`config.mk`:
```
export PLATFORM = sky130hd
export DESIGN_NAME = twr_target_rx
export DESIGN_NICKNAME = d
export VERILOG_FILES = /design/src/rtl/twr_pkg.sv /design/src/rtl/twr_target_rx.sv /design/src/rtl/twr_sync.sv /design/src/rtl/twr_cond.sv
export VERILOG_INCLUDE_DIRS = /design/src /design/src/rtl
export SDC_FILE = /design/constraint.sdc
export NUM_CORES = 1
export LEC_CHECK = 0
export ABC_AREA = 1
export BUFFER_PORTS_ARGS = -buffer_cell sky130_fd_sc_hd__buf_2
export CELL_PAD_IN_SITES_DETAIL_PLACEMENT = 0
export CELL_PAD_IN_SITES_GLOBAL_PLACEMENT = 1
export CORE_MARGIN = 2
export CORE_UTILIZATION = 36
export DETAILED_ROUTE_END_ITERATION = 7
export GPL_ROUTABILITY_DRIVEN = 0
export GPL_TIMING_DRIVEN = 0
export PLACE_DENSITY_LB_ADDON = 0.1
export SYNTH_ARGS = -nofsm -noshare
export SYNTH_HDL_FRONTEND = slang
export SYNTH_SLANG_ARGS = --single-unit
export TNS_END_PERCENT = 100
```
`constraint.sdc`:
```
create_clock -name pclk -period 1.6 [get_ports pclk]
set_input_delay 0.16 -clock pclk [delete_from_list [all_inputs] [get_ports pclk]]
set_output_delay 0.16 -clock pclk [all_outputs]
set_load 0.01 [all_outputs]
```
`src/rtl/twr_regs.svh`:
```
// Register offsets, field positions, reset values and status codes of the two-wire target receiver
`ifndef TWR_REGS_SVH
`define TWR_REGS_SVH

`define TWR_OFF_ADDR 8'h00
`define TWR_OFF_CTRL 8'h04
`define TWR_OFF_STAT 8'h08
`define TWR_OFF_DATA 8'h0c
`define TWR_OFF_AUX 8'h10

`define TWR_CTL_FLAG 7
`define TWR_CTL_ACK 6
`define TWR_CTL_STA 5
`define TWR_CTL_STO 4
`define TWR_CTL_WCOL 3
`define TWR_CTL_EN 2
`define TWR_CTL_IE 0
`define TWR_AUX_SLEEP 0
`define TWR_AUX_ARB 1

`define TWR_RST_ADDR 8'h00
`define TWR_RST_DATA 8'hff
`define TWR_RST_CODE 8'hf8

`define TWR_SC_OWN 8'h60
`define TWR_SC_ARB_OWN 8'h68
`define TWR_SC_GC 8'h70
`define TWR_SC_ARB_GC 8'h78
`define TWR_SC_DATA_ACK 8'h80
`define TWR_SC_DATA_NACK 8'h88
`define TWR_SC_GC_ACK 8'h90
`define TWR_SC_GC_NACK 8'h98
`define TWR_SC_STOP 8'ha0
`define TWR_SC_NONE 8'hf8

`define TWR_BITS 4'h8

`endif

```
`src/rtl/twr_pkg.sv`:
```
// Types shared by the two-wire target receiver modules
package twr_pkg;

	typedef enum logic [1:0] {
		ST_IDLE,
		ST_ADDR,
		ST_DATA,
		ST_HOLD
	} twr_state_t;

	typedef struct packed {
		logic scl_rise;
		logic scl_fall;
		logic start;
		logic stop;
		logic sda;
	} twr_bus_ev_t;

endpackage

```
`src/rtl/twr_target_rx.sv`:
```
// Two-wire target receiver: APB registers, address match, byte receive and clock stretching
`timescale 1ns/10ps
`default_nettype none
`include "twr_regs.svh"
module twr_target_rx
	import twr_pkg::*;
(
	input wire logic pclk,
	input wire logic presetn,
	input wire logic psel,
	input wire logic penable,
	input wire logic pwrite,
	input wire logic [7:0] paddr,
	input wire logic [31:0] pwdata,
	output logic [31:0] prdata,
	output logic pready,
	output logic pslverr,
	input wire logic scl_i,
	output logic scl_o,
	output logic scl_oe,
	input wire logic sda_i,
	output logic sda_o,
	output logic sda_oe,
	output logic irq,
	output logic wake,
	output logic start_gen
);
	logic scl_s;
	logic sda_s;
	twr_bus_ev_t ev;

	twr_sync u_sync (
		.pclk(pclk),
		.presetn(presetn),
		.scl_i(scl_i),
		.sda_i(sda_i),
		.scl_s(scl_s),
		.sda_s(sda_s)
	);

	twr_cond u_cond (
		.pclk(pclk),
		.presetn(presetn),
		.scl_s(scl_s),
		.sda_s(sda_s),
		.ev(ev)
	);

	function automatic logic addr_ok(input logic [7:0] a);
		addr_ok = (a == `TWR_OFF_ADDR) || (a == `TWR_OFF_CTRL) || (a == `TWR_OFF_STAT) ||
			(a == `TWR_OFF_DATA) || (a == `TWR_OFF_AUX);
	endfunction

	// Registers visible to software
	logic [7:0] own_r, own_nxt;
	logic flag_r, flag_nxt;
	logic ack_en_r, ack_en_nxt;
	logic sta_r, sta_nxt;
	logic sto_r, sto_nxt;
	logic wcol_r, wcol_nxt;
	logic en_r, en_nxt;
	logic ie_r, ie_nxt;
	logic [7:0] code_r, code_nxt;
	logic [1:0] presc_r, presc_nxt;
	logic [7:0] data_r, data_nxt;
	logic sleep_r, sleep_nxt;
	logic arb_r, arb_nxt;

	// Bus engine state
	twr_state_t state_r, state_nxt;
	logic [3:0] cnt_r, cnt_nxt;
	logic [7:0] shift_r, shift_nxt;
	logic ackph_r, ackph_nxt;
	logic ack_r, ack_nxt;
	logic gc_r, gc_nxt;
	logic addressed_r, addressed_nxt;
	logic drop_r, drop_nxt;
	logic busy_r, busy_nxt;

	// Output flops
	logic [31:0] prdata_r, prdata_nxt;
	logic pready_r, pready_nxt;
	logic pslverr_r, pslverr_nxt;
	logic scl_oe_r, scl_oe_nxt;
	logic sda_oe_r, sda_oe_nxt;
	logic irq_r, irq_nxt;
	logic wake_r, wake_nxt;
	logic start_r, start_nxt;
	logic low_r;

	logic wr;
	logic own_hit;
	logic gc_hit;
	logic hit;

	always_comb begin
		own_nxt = own_r;
		flag_nxt = flag_r;
		ack_en_nxt = ack_en_r;
		sta_nxt = sta_r;
		sto_nxt = sto_r;
		wcol_nxt = wcol_r;
		en_nxt = en_r;
		ie_nxt = ie_r;
		code_nxt = code_r;
		presc_nxt = presc_r;
		data_nxt = data_r;
		sleep_nxt = sleep_r;
		arb_nxt = arb_r;
		state_nxt = state_r;
		cnt_nxt = cnt_r;
		shift_nxt = shift_r;
		ackph_nxt = ackph_r;
		ack_nxt = ack_r;
		gc_nxt = gc_r;
		addressed_nxt = addressed_r;
		drop_nxt = drop_r;
		busy_nxt = busy_r;
		scl_oe_nxt = scl_oe_r;
		sda_oe_nxt = sda_oe_r;
		wake_nxt = 1'b0;
		start_nxt = 1'b0;

		// Zero-wait slave: data is latched in the setup cycle
		pready_nxt = psel && !penable;
		pslverr_nxt = psel && !penable && !addr_ok(paddr);
		prdata_nxt = prdata_r;
		if (psel && !penable) begin
			case (paddr)
				`TWR_OFF_ADDR: prdata_nxt = {24'h000000, own_r};
				`TWR_OFF_CTRL: prdata_nxt = {24'h000000, flag_r, ack_en_r, sta_r, sto_r,
					wcol_r, en_r, 1'b0, ie_r};
				`TWR_OFF_STAT: prdata_nxt = {24'h000000, code_r[7:3], 1'b0, presc_r};
				`TWR_OFF_DATA: prdata_nxt = {24'h000000, data_r};
				`TWR_OFF_AUX: prdata_nxt = {30'h00000000, arb_r, sleep_r};
				default: prdata_nxt = 32'h00000000;
			endcase
		end

		wr = psel && penable && pwrite && pready_r;
		if (wr) begin
			case (paddr)
				`TWR_OFF_ADDR: own_nxt = pwdata[7:0];
				`TWR_OFF_CTRL: begin
					ack_en_nxt = pwdata[`TWR_CTL_ACK];
					sta_nxt = pwdata[`TWR_CTL_STA];
					sto_nxt = pwdata[`TWR_CTL_STO];
					en_nxt = pwdata[`TWR_CTL_EN];
					ie_nxt = pwdata[`TWR_CTL_IE];
					if (pwdata[`TWR_CTL_FLAG]) begin
						flag_nxt = 1'b0;
						code_nxt = `TWR_SC_NONE;
					end
				end
				`TWR_OFF_STAT: presc_nxt = pwdata[1:0];
				`TWR_OFF_DATA: begin
					// Data may only change while the engine is parked
					if (flag_r) begin
						data_nxt = pwdata[7:0];
						wcol_nxt = 1'b0;
					end else begin
						wcol_nxt = 1'b1;
					end
				end
				`TWR_OFF_AUX: begin
					sleep_nxt = pwdata[`TWR_AUX_SLEEP];
					arb_nxt = pwdata[`TWR_AUX_ARB];
				end
				default: ;
			endcase
		end

		// Address zero is the broadcast address, so it never counts as an own match
		own_hit = (shift_r[7:1] == own_r[7:1]) && (own_r[7:1] != 7'h00) && !shift_r[0];
		gc_hit = (shift_r == 8'h00) && own_r[0];
		hit = ack_en_r && (own_hit || gc_hit);

		if (ev.start) begin
			busy_nxt = 1'b1;
		end else if (ev.stop) begin
			busy_nxt = 1'b0;
		end

		// Hardware events come after software writes so a hardware update wins over a write in the same cycle
		if (!en_r || sto_r) begin
			state_nxt = ST_IDLE;
			addressed_nxt = 1'b0;
			scl_oe_nxt = 1'b0;
			sda_oe_nxt = 1'b0;
			ackph_nxt = 1'b0;
			sto_nxt = 1'b0;
		end else if (ev.stop || ev.start) begin
			if (addressed_r) begin
				flag_nxt = 1'b1;
				code_nxt = `TWR_SC_STOP;
			end
			addressed_nxt = 1'b0;
			scl_oe_nxt = 1'b0;
			sda_oe_nxt = 1'b0;
			ackph_nxt = 1'b0;
			cnt_nxt = 4'h0;
			// A repeated start is only listened to when the target is not addressed
			state_nxt = (ev.start && !addressed_r) ? ST_ADDR : ST_IDLE;
		end else begin
			case (state_r)
				ST_IDLE: begin
					if (!addressed_r && sta_r && !busy_r && !flag_r) begin
						start_nxt = 1'b1;
						sta_nxt = 1'b0;
					end
				end
				ST_ADDR, ST_DATA: begin
					if (ev.scl_rise && !ackph_r && cnt_r != `TWR_BITS) begin
						shift_nxt = {shift_r[6:0], ev.sda};
						cnt_nxt = cnt_r + 4'h1;
					end
					if (ev.scl_fall && ackph_r) begin
						ackph_nxt = 1'b0;
						sda_oe_nxt = 1'b0;
						cnt_nxt = 4'h0;
						flag_nxt = 1'b1;
						scl_oe_nxt = 1'b1;
						state_nxt = ST_HOLD;
						if (state_r == ST_ADDR) begin
							addressed_nxt = 1'b1;
							drop_nxt = 1'b0;
							arb_nxt = 1'b0;
							if (gc_r) begin
								code_nxt = arb_r ? `TWR_SC_ARB_GC : `TWR_SC_GC;
							end else begin
								code_nxt = arb_r ? `TWR_SC_ARB_OWN : `TWR_SC_OWN;
							end
							if (sleep_r) begin
								wake_nxt = 1'b1;
								sleep_nxt = 1'b0;
							end else begin
								data_nxt = shift_r;
							end
						end else begin
							data_nxt = shift_r;
							drop_nxt = !ack_r;
							if (gc_r) begin
								code_nxt = ack_r ? `TWR_SC_GC_ACK : `TWR_SC_GC_NACK;
							end else begin
								code_nxt = ack_r ? `TWR_SC_DATA_ACK : `TWR_SC_DATA_NACK;
							end
						end
					end else if (ev.scl_fall && cnt_r == `TWR_BITS) begin
						if (state_r == ST_ADDR) begin
							if (hit) begin
								ackph_nxt = 1'b1;
								ack_nxt = 1'b1;
								gc_nxt = gc_hit && !own_hit;
								sda_oe_nxt = 1'b1;
							end else begin
								state_nxt = ST_IDLE;
							end
						end else begin
							ackph_nxt = 1'b1;
							ack_nxt = ack_en_r;
							sda_oe_nxt = ack_en_r;
						end
					end
				end
				ST_HOLD: begin
					if (!flag_r) begin
						scl_oe_nxt = 1'b0;
						if (drop_r) begin
							state_nxt = ST_IDLE;
							addressed_nxt = 1'b0;
						end else begin
							state_nxt = ST_DATA;
						end
					end
				end
				default: state_nxt = ST_IDLE;
			endcase
		end

		irq_nxt = flag_r && ie_r;
	end

	always_ff @(posedge pclk or negedge presetn) begin
		if (!presetn) begin
			own_r <= `TWR_RST_ADDR;
			flag_r <= 1'b0;
			ack_en_r <= 1'b0;
			sta_r <= 1'b0;
			sto_r <= 1'b0;
			wcol_r <= 1'b0;
			en_r <= 1'b0;
			ie_r <= 1'b0;
			code_r <= `TWR_RST_CODE;
			presc_r <= 2'h0;
			data_r <= `TWR_RST_DATA;
			sleep_r <= 1'b0;
			arb_r <= 1'b0;
			state_r <= ST_IDLE;
			cnt_r <= 4'h0;
			shift_r <= 8'h00;
			ackph_r <= 1'b0;
			ack_r <= 1'b0;
			gc_r <= 1'b0;
			addressed_r <= 1'b0;
			drop_r <= 1'b0;
			busy_r <= 1'b0;
			prdata_r <= 32'h00000000;
			pready_r <= 1'b0;
			pslverr_r <= 1'b0;
			scl_oe_r <= 1'b0;
			sda_oe_r <= 1'b0;
			irq_r <= 1'b0;
			wake_r <= 1'b0;
			start_r <= 1'b0;
			low_r <= 1'b0;
		end else begin
			own_r <= own_nxt;
			flag_r <= flag_nxt;
			ack_en_r <= ack_en_nxt;
			sta_r <= sta_nxt;
			sto_r <= sto_nxt;
			wcol_r <= wcol_nxt;
			en_r <= en_nxt;
			ie_r <= ie_nxt;
			code_r <= code_nxt;
			presc_r <= presc_nxt;
			data_r <= data_nxt;
			sleep_r <= sleep_nxt;
			arb_r <= arb_nxt;
			state_r <= state_nxt;
			cnt_r <= cnt_nxt;
			shift_r <= shift_nxt;
			ackph_r <= ackph_nxt;
			ack_r <= ack_nxt;
			gc_r <= gc_nxt;
			addressed_r <= addressed_nxt;
			drop_r <= drop_nxt;
			busy_r <= busy_nxt;
			prdata_r <= prdata_nxt;
			pready_r <= pready_nxt;
			pslverr_r <= pslverr_nxt;
			scl_oe_r <= scl_oe_nxt;
			sda_oe_r <= sda_oe_nxt;
			irq_r <= irq_nxt;
			wake_r <= wake_nxt;
			start_r <= start_nxt;
			low_r <= 1'b0;
		end
	end

	assign prdata = prdata_r;
	assign pready = pready_r;
	assign pslverr = pslverr_r;
	// Open-drain: only ever pulls low
	assign scl_o = low_r;
	assign sda_o = low_r;
	assign scl_oe = scl_oe_r;
	assign sda_oe = sda_oe_r;
	assign irq = irq_r;
	assign wake = wake_r;
	assign start_gen = start_r;
endmodule
`default_nettype wire

```
`src/rtl/twr_sync.sv`:
```
// Two-flop synchroniser for the bus clock and data pins
`timescale 1ns/10ps
`default_nettype none
module twr_sync (
	input wire logic pclk,
	input wire logic presetn,
	input wire logic scl_i,
	input wire logic sda_i,
	output logic scl_s,
	output logic sda_s
);
	logic [1:0] meta_r;
	logic [1:0] sync_r;

	// Idle bus is high, so reset to high to avoid a false start
	always_ff @(posedge pclk or negedge presetn) begin
		if (!presetn) begin
			meta_r <= 2'h3;
			sync_r <= 2'h3;
		end else begin
			meta_r <= {scl_i, sda_i};
			sync_r <= meta_r;
		end
	end

	assign scl_s = sync_r[1];
	assign sda_s = sync_r[0];
endmodule
`default_nettype wire

```
`src/rtl/twr_cond.sv`:
```
// Edge, start and stop detection on the synchronised bus lines
`timescale 1ns/10ps
`default_nettype none
module twr_cond
	import twr_pkg::*;
(
	input wire logic pclk,
	input wire logic presetn,
	input wire logic scl_s,
	input wire logic sda_s,
	output twr_bus_ev_t ev
);
	logic scl_d_r;
	logic sda_d_r;
	twr_bus_ev_t ev_r;
	twr_bus_ev_t ev_nxt;

	always_comb begin
		ev_nxt.scl_rise = scl_s && !scl_d_r;
		ev_nxt.scl_fall = !scl_s && scl_d_r;
		// Data moving while the clock is high marks a condition
		ev_nxt.start = scl_s && scl_d_r && sda_d_r && !sda_s;
		ev_nxt.stop = scl_s && scl_d_r && !sda_d_r && sda_s;
		ev_nxt.sda = sda_s;
	end

	always_ff @(posedge pclk or negedge presetn) begin
		if (!presetn) begin
			scl_d_r <= 1'b1;
			sda_d_r <= 1'b1;
			ev_r <= '0;
		end else begin
			scl_d_r <= scl_s;
			sda_d_r <= sda_s;
			ev_r <= ev_nxt;
		end
	end

	assign ev = ev_r;
endmodule
`default_nettype wire

```
# Word-level counts from Yosys, hierarchy flattened
# Index checks and enable logic that the tools add are counted.
# totals
regBits,105
output_inout_bits,41
word_cells,246
# classes
n_addsub,1
eq_ne,19
mux,110
bitwise,3
n_reduce_logical,74
# op_table
operator,count
$mux W8,18
$mux W1,70
$pmux W8 S5,1
$mux W4,8
$logic_and A1 B1 Y1,26
$ne A4 B4 Y1 const B,5
$ne A5 B5 Y1 const B,4
$eq A8 B4 Y1 const B,2
$logic_not A8 Y1,2
$mux W2,8
$logic_not A1 Y1,14
$mux W5,2
$reduce_and A2 Y1,5
$reduce_and A5 Y1,2
$reduce_and A3 Y1,3
$eq A8 B3 Y1 const B,1
$eq A8 B5 Y1 const B,1
$reduce_and A4 Y1,2
$reduce_bool A2 Y1,4
$reduce_bool A4 Y1,2
$eq A7 B7 Y1,1
$logic_or A1 B1 Y1,7
$reduce_and A7 Y1,1
$reduce_bool A7 Y1,1
12 further kinds,17

# Depth between registers and ports, before layout
# depth
ltp_word,12
ltp_mapped,12
mapped_depth_nobuf,12

# Cells and area by module
# Synthesis repeated with hierarchy kept, for this count alone.
# unflattened
cells_unflattened,481
area_unflattened_um2,3950.0
# by_module_without_submodules
module,n_inst,cells_each,area_each_um2,seq_area_each_um2
twr_target_rx,1,459,3626.0,1692.9
twr_cond,1,18,219.0,177.7
twr_sync,1,4,105.1,105.1

# Worst setup path before layout
# Ideal clock, no wire load.
# synth_path
path_kind,reg2reg
startpoint,reg state_r[0]
endpoint,reg shift_r[7]
setup_time_ps,127
arrival_time_ps,1486
required_ps,1473
setup_slack_ps,-12
stages_incl_launch_ff,9
n_path_buf,1
synth_period_minus_slack_ps,1612
path_cell_list,dfrtp_1 inv_1 ha_1 inv_1 a21oi_1 nand2_4 nor2_8 buf_6 o21ai_0
# synth_between
elab_chain_cells,3
elab_cells_between_ends,4
classes_between,2 x eq/ne; 2 x reduce/logical
# synth_lines
item,line,text
from (decl),twr_target_rx.sv:70,"twr_state_t state_r, state_nxt;"
from (signal assigned),twr_target_rx.sv:330,state_r <= state_nxt;
$eq A2 B1 Y1 / $eq A2 B2 Y1 (equally long branches),twr_target_rx.sv:205,case (state_r)
$reduce_or A2 Y1 *,twr_target_rx.sv:205,
$reduce_and A4 Y1 (no line) *,--,
to (signal assigned),twr_target_rx.sv:332,shift_r <= shift_nxt;
to (decl),twr_target_rx.sv:72,"logic [7:0] shift_r, shift_nxt;"
# Every way passes the cells marked *; elsewhere a longest branch is shown, timed or not.
# A chain may end at the register's enable or synchronous reset.

# Worst setup path in the final report
# layout_path
startpoint,reg state_r[0]
endpoint,reg sleep_r
# layout_between
elab_chain_cells,6
elab_cells_between_ends,8
classes_between,2 x eq/ne; 5 x mux; 1 x reduce/logical
# layout_lines
item,line,text
$eq A2 B1 Y1,"twr_target_rx.sv:205, twr_target_rx.sv:224",
$mux W1,twr_target_rx.sv:224,if (state_r == ST_ADDR) begin
$mux W1,twr_target_rx.sv:217,if (ev.scl_fall && ackph_r) begin
$mux W1 *,twr_target_rx.sv:205,
$mux W1 *,twr_target_rx.sv:192,end else if (ev.stop || ev.start) begin
$mux W1 *,twr_target_rx.sv:185,if (!en_r || sto_r) begin
net sleep_nxt,twr_target_rx.sv:66,"logic sleep_r, sleep_nxt;"
to (signal assigned),twr_target_rx.sv:328,sleep_r <= sleep_nxt;
to (decl),twr_target_rx.sv:66,
# The timed path passes the listed nets; every way through them passes the cells marked *.

==> qor.txt <==
DRC: 0
Crit end category: register
Final setup fails: 2
Hold Violations, Final: 0
DR WL/cell: 13.88 µm
Largest net degree at the start of global routing: 59
Worst Path Arrival: 1.89 ns
Total GRT Usage: 17.94%
Post-Route WL: 10.11 mm
Share of cells above drive strength 1: 35.71%
Core area: 0.01089 mm²
Chip Height: 109.9 µm
DIE WIDTH: 109.9 µm
Hold Crit Class: in2reg
Finished Layout Cells: 728
Port bufs: 37
Data required, critical path: 1.86 ns
Vias per cell: 4.538
DP Cell Count: 679
RSZ-0062 raised after global routing: true
Startpoint type of the worst setup path: register
Max-slew violation count: 0
Post-synth top flop: dfrtp_1
Pwr/cell area: 976.3 mW/mm²
Violated checks: setup timing
Synth cell types: 45
Filler Cell Count: 1074
Row count: 38
Area post-placement: 0.004528 mm²
Die area: 0.01209 mm²
Post-DP HPWL: 7.399 mm
Multi-input logic area: 0.001773 mm²
Routed Antenna Nets: 0
Final worst slack: -0.02502 ns
Fin crit share: 101.6%
Initial antenna violation count: 0
CTS Buffer Depth: 2
Crit Path Max Fanout: 4
Yosys warns: 0
Post-synth EDFFs: 0
Cell area after layout: 0.005181 mm²
VDD IR max: 0.0006289 V
Mapped Area: 0.004040 mm²
#FFs+latches synth: 78
Total power: 5058 µW
Skew final: 0.01256 ns
Status: complete, but fails checks
Fin util: 47.59%
FF/Latch Area: 0.001977 mm²
H-Tree Depth: 3
Max-cap violations: 0
Fmax: 615.4 MHz
Antenna Cells: 0
Vias in the first global route: 3134
Final Critical Period: 1.625 ns
Nets: 636
Syn Inst Count: 476
Clock-pin slew on the worst setup and hold paths: 0.09 ns
Total CTS buffers: 9
First-pass GRT wire length: 16.06 mm
TritonRoute pass-1 iters: 4
Synth-to-layout area growth: 28.24%
Leakage: 0.002686 µW
Vias: 3304
Worst skew pair latency: 0.37 ns
Worst Setup Path Type: reg2reg
Async SR Flop Fraction: 100.0%
Setup TNS: -0.03402 ns
Clk sink count: 78
DRT iter0 DRCs: 154
# IOs: 88
Avg Cell Area, Syn: 8.488 µm²
Grt total ovfl: 0
Starting density of the core: 37.11%
Post-synthesis sequential area ratio: 48.90%
TritonCTS clock tree: built
Clk root buf: clkbuf_8
==> flip-flops by register name (all words and copies together) (netlist names), 2 cells and up <==
| name | count |
|---|---|
| own_r | 8 |
| prdata | 8 |
| code_r | 5 |
| u_sync.meta_r | 2 |
| shift_r | 8 |
| state_r | 2 |
| cnt_r | 4 |
| u_cond.ev | 5 |
| u_sync.sync_r | 2 |
| presc_r | 2 |
| data_r | 8 |
==> cells in the mapped netlist, types with 6 or more instances <==
| cell | n | share of area (%) |
|---|---|---|
| nand2_2 | 7 | 1.1 |
| inv_1 | 69 | 6.4 |
| a21oi_1 | 9 | 1.1 |
| o21ai_1 | 18 | 2.2 |
| ha_1 | 6 | 1.9 |
| nand4_1 | 6 | 0.93 |
| nor2_1 | 25 | 2.3 |
| nand2_1 | 113 | 10 |
| dfrtp_1 | 59 | 37 |
| o21ai_0 | 30 | 3.7 |
| buf_4 | 27 | 5.0 |
| dfstp_2 | 19 | 12 |
| inv_2 | 9 | 0.84 |
| o22ai_1 | 9 | 1.4 |
| nand3_1 | 18 | 2.2 |
==> logic make-up (layout without fill, tap and decap cells) <==
| family | count (synthesis) | count (layout) | share of synthesized area [%] |
|---|---|---|---|
| compound gates | 87 | 87 | 12.91 |
| flops | 78 | 78 | 48.90 |
| simple gates | 193 | 193 | 22.64 |
| other cells | 1 | 26 | 0.09282 |
| fa+ha+maj | 6 | 6 | 1.858 |
| buf+inv | 108 | 195 | 12.94 |
| xor+xnor | 3 | 3 | 0.6505 |
==> cell usage in the layout, fill, tap and decap left out, drive strengths merged <==
master         n
o22a           1
nor2          34
o2111ai        1
dfrtp         59
o21ai         50
a31oi          1
clkinvlp       4
a211oi         2
buf           98
or2            2
clkbuf        11
o21bai         1
nand3         19
xor2           1
a2111oi        1
dfstp         19
o211ai         8
o221ai         1
a21o           1
nand4          8
a21oi         10
inv           77
xnor2          2
dlygate4sd3    3
nor3           7
o22ai          9
nand2        122
o31ai          1
conb          26
ha             6
bufinv         2
nor4           1
==> report_power, final <==
| part | internal [µW] | switching [µW] | leakage, µW | total [µW] |
|---|---|---|---|---|
| Combinational | 473 | 615 | 0.00162 | 1090 |
| Sequential | 2170 | 135 | 0.000965 | 2300 |
| Clock | 921 | 747 | 0.000102 | 1670 |
| Total | 3560 | 1500 | 0.00269 | 5060 |
==> worst max-delay path: stages, from the launching register on <==
cell and delay, ns:
dfrtp_1 0.37, inv_2 0.06, ha_4 0.30, inv_6 0.05, nor3_4 0.29, inv_2 0.12, nor2_4 0.13, inv_2 0.06
nor2_4 0.11, a21oi_2 0.04
==> path summary, 6_finish.rpt <==
check                                  from          endpoint  slack (ns)  cells past startpoint
min in group asynchronous           presetn        shift_r[1]        0.23                      2
hold reg to reg            u_sync.meta_r[0]  u_sync.sync_r[0]        0.36                      0
setup reg to reg                 state_r[0]           sleep_r       -0.03                      9
hold / removal                    pwdata[2]              en_r        0.04                      3
setup / recovery                 state_r[0]           sleep_r       -0.03                      9
max in group asynchronous           presetn         data_r[0]        0.73                      3
==> layout make-up <==
class / count / area share (%)
timing repair buffer: 71 / 9.539
sequential: 78 / 38.16
buffer: 30 / 4.516
clock buffer: 11 / 2.729
inverter: 78 / 5.868
multi-input combinational: 315 / 34.22
tap: 140 / 3.381
clock inverter: 5 / 1.594
==> timing repair <==
action | CTS | global route
pin swaps | 7 | 20
buffers inserted | 13 | 15
setup endpoints to repair | 36 | 33
hold endpoints to repair | 22 | 0
resized for setup | 12 | 43
hold buffers | 3 | 0
cloned | 0 | 2
==> layer usage <==
layer | up-vias | GRT usage [%] | wire [µm]
met5 | - | 0 | 0
met4 | 0 | 5.515 | 216
met3 | 14 | 4.979 | 381
met2 | 57 | 29.27 | 4871
met1 | 1548 | 23.09 | 4637
li1 | 1685 | - | -
==> per-stage QoR <==
stage / worst slack, ns / hold WS, ns
after floorplan: 0.002066 / -0.1356
after global placement: -0.2996 / 0.2663
final: -0.02502 / 0.04464
after global routing: -0.1368 / 0.05378
after detailed placement: -0.3019 / 0.07417
after CTS: 0.008950 / 0.03278
Note: power is estimated with default switching activity, not from simulation.
